$ cat config.mk
export PLATFORM = sky130hd
export DESIGN_NAME = ptwp_parser
export DESIGN_NICKNAME = d
export VERILOG_FILES = /design/src/rtl/ptwp_pkg.sv /design/src/rtl/ptwp_parser.sv
export SDC_FILE = /design/constraint.sdc
export NUM_CORES = 1
export LEC_CHECK = 0
export ABC_CLOCK_PERIOD_IN_PS = 8560
export BUFFER_PORTS_ARGS = -buffer_cell sky130_fd_sc_hd__buf_4
export CAP_MARGIN = 20
export CORE_MARGIN = 1.5
export CORE_UTILIZATION = 60
export DETAILED_ROUTE_END_ITERATION = 10
export PLACE_DENSITY = 0.85
export SLEW_MARGIN = 20
export SYNTH_ARGS = -nofsm -noshare
export SYNTH_HDL_FRONTEND = slang
export SYNTH_SLANG_ARGS = --single-unit
$ cat constraint.sdc
create_clock -name ref_clk -period 8.56 [get_ports ref_clk]
set_input_delay 0 -clock ref_clk [delete_from_list [all_inputs] [get_ports ref_clk]]
set_output_delay 0 -clock ref_clk [all_outputs]
set_load 0.02 [all_outputs]
$ cat src/rtl/ptwp_pkg.sv
// constants and types for the paper tape word field parser
// How it works
// - a word field is start char, eight data chars, stop char; ten total
// - a data position holding neither polarity char nor a start char raises a format error
// - a start char inside an open field drops it and opens a fresh one
// - high polarity char gives a high data pin, low gives low
// - first data char drives bit 7 (msb), then downward to the lsb
// - characters between fields are comments and are ignored
// - characters arrive as 7 or 8 bit ascii; bit 7 is ignored
// - all eight data pins are presented and programmed together
// - a low pin leaves a one, a high pin programs a zero
// - full tape mode programs every location in order, one per field
// - skip mode drops as many fields as locations skipped
// - tape reader and keyboard feed the same field handling
// - first format error stops queueing words; tape errors keep reporting
// - read back each location, retry up to four times, then fail
package ptwp_pkg;
    localparam logic [6:0] CH_START = 7'h42;
    localparam logic [6:0] CH_STOP  = 7'h46;
    localparam logic [6:0] CH_HIGH  = 7'h50;
    localparam logic [6:0] CH_LOW   = 7'h4e;
    localparam int         CLK_MHZ  = 200;
    // pulse and settle widths are board dependent; plain defaults
    localparam int         PGM_NS   = 1000;
    localparam int         READ_NS  = 500;
    localparam int         PGM_CYC  = (PGM_NS * CLK_MHZ + 999) / 1000;
    localparam int         READ_CYC = (READ_NS * CLK_MHZ + 999) / 1000;
    localparam logic [2:0] MAX_RETRY = 3'h4;
    localparam logic [3:0] DATA_CHARS = 4'h8;

    typedef enum logic [1:0] {P_IDLE, P_DATA, P_STOP} ptwp_pst_t;
    typedef enum logic [1:0] {G_IDLE, G_PGM, G_READ, G_FAIL} ptwp_gst_t;

    typedef struct packed {
        logic [7:0] idx;
        logic [7:0] word;
    } ptwp_entry_t;

    typedef struct packed {
        logic [7:0] addr;
        logic [7:0] data;
        logic       pgm;
    } ptwp_prom_t;
endpackage

$ cat src/rtl/ptwp_parser.sv
// word field parser, word fifo and prom programming sequencer
`timescale 1ns/1ps
`default_nettype none

module ptwp_fifo #(
    parameter int W = 16,
    parameter int D = 4
) (
    // clock and reset
    input  wire logic         ref_clk,
    input  wire logic         reset,
    // fill side
    input  wire logic         in_valid,
    output logic              in_ready,
    input  wire logic [W-1:0] in_data,
    // drain side
    output logic              out_valid,
    input  wire logic         out_ready,
    output logic [W-1:0]      out_data
);
    localparam int AW = $clog2(D);
    typedef struct packed {
        logic [AW-1:0] rp;
        logic [AW-1:0] wp;
        logic [AW:0]   cnt;
    } ptwp_fstate_t;

    ptwp_fstate_t       s;
    ptwp_fstate_t       next_s;
    logic [W-1:0]       mem [D];
    logic               wr;
    logic               rd;

    assign in_ready  = (s.cnt != (AW+1)'(D));
    assign out_valid = (s.cnt != '0);
    assign out_data  = mem[s.rp];
    assign wr        = in_valid && in_ready;
    assign rd        = out_valid && out_ready;

    always_comb begin
        next_s = s;
        if (wr) begin
            next_s.wp = (s.wp == AW'(D-1)) ? '0 : s.wp + 1'b1;
        end
        if (rd) begin
            next_s.rp = (s.rp == AW'(D-1)) ? '0 : s.rp + 1'b1;
        end
        next_s.cnt = s.cnt + (AW+1)'(wr) - (AW+1)'(rd);
    end

    always_ff @(posedge ref_clk or posedge reset) begin
        if (reset) begin
            s <= '0;
        end else begin
            s <= next_s;
        end
    end

    // storage has no reset; only the cnt entries from rp onward are ever read
    always_ff @(posedge ref_clk) begin
        if (wr) begin
            mem[s.wp] <= in_data;
        end
    end
endmodule

module ptwp_parser (
    // clock and reset
    input  wire logic              ref_clk,
    input  wire logic              reset,
    // character sources
    input  wire logic              auto_mode,
    input  wire logic              tape_valid,
    input  wire logic [7:0]        tape_char,
    input  wire logic              key_valid,
    input  wire logic [7:0]        key_char,
    output logic                   char_ready,
    // command
    input  wire logic              start,
    input  wire logic              skip_mode,
    input  wire logic [7:0]        first_addr,
    input  wire logic [7:0]        last_addr,
    // prom side
    output ptwp_pkg::ptwp_prom_t   prom,
    input  wire logic [7:0]        prom_rdata,
    // status
    output logic                   busy,
    output logic                   done,
    output logic                   fail,
    output logic                   retry,
    output logic                   fmt_err,
    output logic [7:0]             err_addr
);
    typedef struct packed {
        ptwp_pkg::ptwp_pst_t  pst;
        logic [3:0]           n;
        logic [7:0]           word;
        logic [7:0]           fidx;
        logic                 halted;
        logic                 rdy;
        logic                 push;
        ptwp_pkg::ptwp_entry_t push_e;
        ptwp_pkg::ptwp_gst_t  gst;
        logic [7:0]           first;
        logic [7:0]           last;
        logic [2:0]           tries;
        logic [15:0]          tmr;
        ptwp_pkg::ptwp_prom_t prom;
        logic                 busy;
        logic                 done;
        logic                 fail;
        logic                 retry;
        logic                 fmt_err;
        logic [7:0]           err_addr;
    } ptwp_state_t;

    ptwp_state_t           s;
    ptwp_state_t           next_s;
    logic                  in_ready;
    logic                  out_valid;
    logic                  pop;
    ptwp_pkg::ptwp_entry_t out_e;
    logic                  c_valid;
    logic [6:0]            ch;
    logic                  acc;
    logic                  is_pol;

    // both sources share one parser; only keyboard entry stops taking chars after a format error
    assign c_valid = auto_mode ? tape_valid : key_valid;
    assign ch      = auto_mode ? tape_char[6:0] : key_char[6:0];
    assign acc     = s.rdy && c_valid && s.busy;
    assign is_pol  = (ch == ptwp_pkg::CH_HIGH) || (ch == ptwp_pkg::CH_LOW);
    // words queued ahead of a format error are still programmed
    assign pop     = out_valid && s.gst == ptwp_pkg::G_IDLE && s.busy;

    ptwp_fifo #(.W(16), .D(4)) u_fifo (
        .ref_clk   (ref_clk),
        .reset     (reset),
        .in_valid  (s.push),
        .in_ready  (in_ready),
        .in_data   (s.push_e),
        .out_valid (out_valid),
        .out_ready (pop),
        .out_data  (out_e)
    );

    always_comb begin
        next_s         = s;
        next_s.push    = 1'b0;
        next_s.retry   = 1'b0;
        next_s.fmt_err = 1'b0;
        if (start) begin
            next_s        = '0;
            next_s.busy   = 1'b1;
            next_s.first  = first_addr;
            next_s.last   = last_addr;
            // short tapes start at the first address, full ones at zero
            next_s.fidx   = skip_mode ? 8'h00 : first_addr;
        end else begin
            // parser
            if (acc) begin
                if (ch == ptwp_pkg::CH_START) begin
                    next_s.pst  = ptwp_pkg::P_DATA;
                    next_s.n    = '0;
                    next_s.word = '0;
                end else begin
                    case (s.pst)
                        ptwp_pkg::P_IDLE: begin
                            next_s.pst = ptwp_pkg::P_IDLE;
                        end
                        ptwp_pkg::P_DATA: begin
                            if (is_pol) begin
                                // msb first, shifted up each char
                                next_s.word = {s.word[6:0],
                                    ch == ptwp_pkg::CH_HIGH};
                                next_s.n = s.n + 1'b1;
                                if (s.n == ptwp_pkg::DATA_CHARS - 1'b1) begin
                                    next_s.pst = ptwp_pkg::P_STOP;
                                end
                            end else begin
                                next_s.pst = ptwp_pkg::P_IDLE;
                            end
                        end
                        ptwp_pkg::P_STOP: begin
                            next_s.pst = ptwp_pkg::P_IDLE;
                        end
                        default: begin
                            next_s.pst = ptwp_pkg::P_IDLE;
                        end
                    endcase
                    if (s.pst != ptwp_pkg::P_IDLE) begin
                        if ((s.pst == ptwp_pkg::P_DATA && !is_pol) ||
                            (s.pst == ptwp_pkg::P_STOP &&
                             ch != ptwp_pkg::CH_STOP)) begin
                            // the bad field still uses up its address
                            next_s.fmt_err  = 1'b1;
                            next_s.err_addr = s.fidx;
                            next_s.halted   = 1'b1;
                            next_s.fidx     = s.fidx + 1'b1;
                        end else if (s.pst == ptwp_pkg::P_STOP) begin
                            next_s.fidx   = s.fidx + 1'b1;
                            next_s.push   = !s.halted;
                            next_s.push_e = '{idx: s.fidx, word: s.word};
                        end
                    end
                end
            end
            // keyboard entry stops at the first error, tape keeps listing
            next_s.rdy = in_ready && !next_s.push &&
                         !(next_s.halted && !auto_mode);
            // programmer
            case (s.gst)
                ptwp_pkg::G_IDLE: begin
                    if (pop && out_e.idx >= s.first) begin
                        next_s.prom.addr = out_e.idx;
                        next_s.prom.data = out_e.word;
                        next_s.prom.pgm  = 1'b1;
                        next_s.tmr       = 16'(ptwp_pkg::PGM_CYC - 1);
                        next_s.tries     = '0;
                        next_s.gst       = ptwp_pkg::G_PGM;
                    end
                end
                ptwp_pkg::G_PGM: begin
                    next_s.tmr = s.tmr - 1'b1;
                    if (s.tmr == '0) begin
                        next_s.prom.pgm = 1'b0;
                        next_s.tmr      = 16'(ptwp_pkg::READ_CYC - 1);
                        next_s.gst      = ptwp_pkg::G_READ;
                    end
                end
                ptwp_pkg::G_READ: begin
                    next_s.tmr = s.tmr - 1'b1;
                    if (s.tmr == '0) begin
                        // a high pin programs a zero, so expect the inverse
                        if (prom_rdata == ~s.prom.data) begin
                            next_s.gst = ptwp_pkg::G_IDLE;
                            if (s.prom.addr == s.last) begin
                                next_s.done = 1'b1;
                                next_s.busy = 1'b0;
                            end
                        end else if (s.tries == ptwp_pkg::MAX_RETRY) begin
                            next_s.fail = 1'b1;
                            next_s.busy = 1'b0;
                            next_s.gst  = ptwp_pkg::G_FAIL;
                        end else begin
                            next_s.tries    = s.tries + 1'b1;
                            next_s.retry    = 1'b1;
                            next_s.prom.pgm = 1'b1;
                            next_s.tmr      = 16'(ptwp_pkg::PGM_CYC - 1);
                            next_s.gst      = ptwp_pkg::G_PGM;
                        end
                    end
                end
                ptwp_pkg::G_FAIL: begin
                    next_s.gst = ptwp_pkg::G_FAIL;
                end
                default: begin
                    next_s.gst = ptwp_pkg::G_IDLE;
                end
            endcase
        end
    end

    always_ff @(posedge ref_clk or posedge reset) begin
        if (reset) begin
            s <= '0;
        end else begin
            s <= next_s;
        end
    end

    assign char_ready = s.rdy;
    assign prom       = s.prom;
    assign busy       = s.busy;
    assign done       = s.done;
    assign fail       = s.fail;
    assign retry      = s.retry;
    assign fmt_err    = s.fmt_err;
    assign err_addr   = s.err_addr;
endmodule

`default_nettype wire

==> summary.txt <==
Routing
  • DRC Markers: 0
  • Drt wl/cell: ~20 um
  • ANT nets after route: 0
  • Via count: 6,210
  • TritonRoute pass-1 iters: 5
  • Drt first-iter violations: between 500 and 600
  • Final WL: 20.2 mm
  • Vias per cell: around 6.2

GRT
  • Largest net degree at the start of global routing: 82
  • First-pass GRT wire length: between 30 and 40 mm
  • Number of antenna violations at the first check in global routing: 0
  • Gr usage total: 0.284
  • Vias in the first global route: 6,298
  • Total gr overflow: 0

Worst setup path
  • Req. time, crit path: about 8.9 ns
  • Crit path DAT: between 4 and 5 ns
  • Worst setup EP type: register
  • Kind of critical path: reg2reg
  • Startpoint types: register
  • Worst-path maximum fanout: 19

Timing
  • Slew @ Worst Pin: 1.05 ns
  • Headroom to the max-slew limit: 0.296
  • Fmax: around 0.24 GHz
  • Final Skew: 0.0145 ns
  • RSZ-0062 raised after global routing: false
  • Total negative slack: 0 ns
  • Final hold vios: 0
  • Final worst setup slack: ~4.4 ns
  • Final period utilization: 0.488
  • Pins Over Slew Limit: 0
  • Final setup viols: 0
  • Min Tclk post-route: between 4 and 5 ns

Cells and area
  • Number of nets in the layout: about 880
  • Post-Layout Cell Count: about 1,000
  • N_diodes: 0
  • Final Util: 0.710
  • P&R area growth vs syn: 15.1%
  • Share of cells above drive strength 1: 0.183

Synthesis
  • Primary FF master, synth: dfrtp_1
  • Synth warn: 0
  • EDFF count, synth: 64
  • Post-synth top cells: 115 x dfrtp_1, 87 x nor2_1, 64 x edfxtp_1
  • Most common cell in the netlist: dfrtp_1
  • Part of the Yosys area used for sequential elements: 0.556
  • Yosys cell types: 65
  • Syn Inst Count: 740
  • Top area cells in the synthesized netlist: dfrtp_1 33%, edfxtp_1 22%, mux2i_1 4.8%
  • Synth area leader: dfrtp_1
  • Register bit total from synthesis: around 180
  • Synth Area per Inst: between 10 and 15 um^2
  • Syn nets: a little over 800
  • FFs w/ async S/R, synth: 0.642
  • Post-synthesis cell area: 8630 um^2
  • Synth top area share: 0.333

Die
  • Initial Utilization: 0.617
  • # IOs: 78
  • Die H: around 120 um
  • Core Region: 14,000 um^2
  • Core Rows: 43
  • Die width: between 100 and 150 um
  • Die area: approximately 15,000 um^2

Clock network
  • Htree depth: 4
  • CTS buffer count: 17
  • Root buffer cell: clkbuf_16
  • Hold_buf cts: 20
  • Max Root-Sink Buffers: 2
  • CTS clk-pin slew, worst paths: roughly 0.070 ns
  • Setup repair bufs after CTS: 0
  • Skew-Pair Late Insertion Delay: 0.43 ns
  • Cts repair resizes: 0
  • Sink Count: roughly 180
  • CTS tree: built

Place
  • IO Port Bufs: 75
  • Routability Congestion: 0.879
  • Placed cells: between 900 and 1,000
  • Worst slack, placed: between 3 and 4 ns
  • DP HPWL: about 13 mm

Pwr
  • Leakage: 4.10 nW
  • Tot Pwr: around 0.0019 W
  • Peak VDD IR: 0.163 mV
  • Pwr dens: roughly 190 nW/um^2

Hold path
  • Worst Hold Class: in2reg

Run status
  • Status: completed

Run
  • Max Cap Viol: 0
[stage by stage]
step | instance area (um^2) | hold WS, ns
after floorplan | 8630 | 0.109
after global placement | 9110 | 0.0331
after detailed placement | 9110 | 0.0443
after CTS | 9910 | 0.00556
after global routing | 9940 | 0.0171
final | 9940 | 0.0215
[worst paths after layout]
path / start / endpoint / slack (ns) / cells past startpoint
worst max-delay path: u_fifo.s[5] / s[39] / 4.38 / 9
worst min-delay path: start / prom[6] / 0.02 / 2
worst max register to register: u_fifo.s[5] / s[39] / 4.38 / 9
worst min register to register: s[85] / s[83] / 0.47 / 1
max in group asynchronous: reset / prom[8] / 7.35 / 5
min in group asynchronous: reset / s[87] / 0.14 / 3
[cells in the final DEF (no fill, tap or decap), types with 19 or more instances in the layout]
master,n
dfrtp_1,114
nor3_1,19
buf_4,77
a21oi_1,22
mux2i_1,41
clkbuf_16,19
edfxtp_1,64
inv_1,32
o21ai_0,44
dlygate4sd3_1,20
nor2_1,87
ha_1,26
nand2_1,42
[flip-flops by register name, summed over array words and instances (netlist names), 7 cells and up]
| signal | count |
|---|---|
| prom | 17 |
| err_addr | 8 |
| u_fifo.s | 7 |
| s | 77 |
| u_fifo.mem | 64 |
[layout make-up]
cell class / count / area [um^2]
Clock buffer: 23 / 500
Clock inverter: 9 / 92.6
Fill cell: 910 / 4050
Inverter: 33 / 126
Multi-Input combinational cell: 473 / 3390
Sequential cell: 179 / 4800
Tap cell: 180 / 225
Timing Repair Buffer: 98 / 806
[where the power goes]
group	internal [W]	switching, W
Sequential	0.000899	0.0000206
Combinational	0.0000777	0.000116
Clock	0.000447	0.000330
Total	0.00142	0.000467
[layer usage]
layer	wire length [um]	track usage	vias up
li1	-	-	2780
met2	10300	0.491	331
met4	633	0.130	0
met1	8020	0.343	3041
met3	1280	0.0613	58
met5	0	0	-
[critical path: stages, from the launching register on]
cell and delay, ns:
dfrtp_2 0.75, mux4_2 0.60, inv_1 0.09, ha_1 0.22, nand2b_1 0.15, a2111oi_0 0.57
o311ai_0 0.28, a211oi_2 0.92, or2_2 0.35, o21ai_0 0.11
[cell families after synthesis]
group                    count (synthesis)  synth area share
adder cells (fa/ha/maj)                 27            0.0400
AO/OA/AOI/OAI                          133             0.101
buffers and inverters                   88            0.0520
flip-flops                             179             0.556
AND/OR/NAND/NOR                        227             0.129
XOR/XNOR                                18            0.0183
multiplexers                            68             0.104
Note: power is estimated with default switching activity, not from simulation.
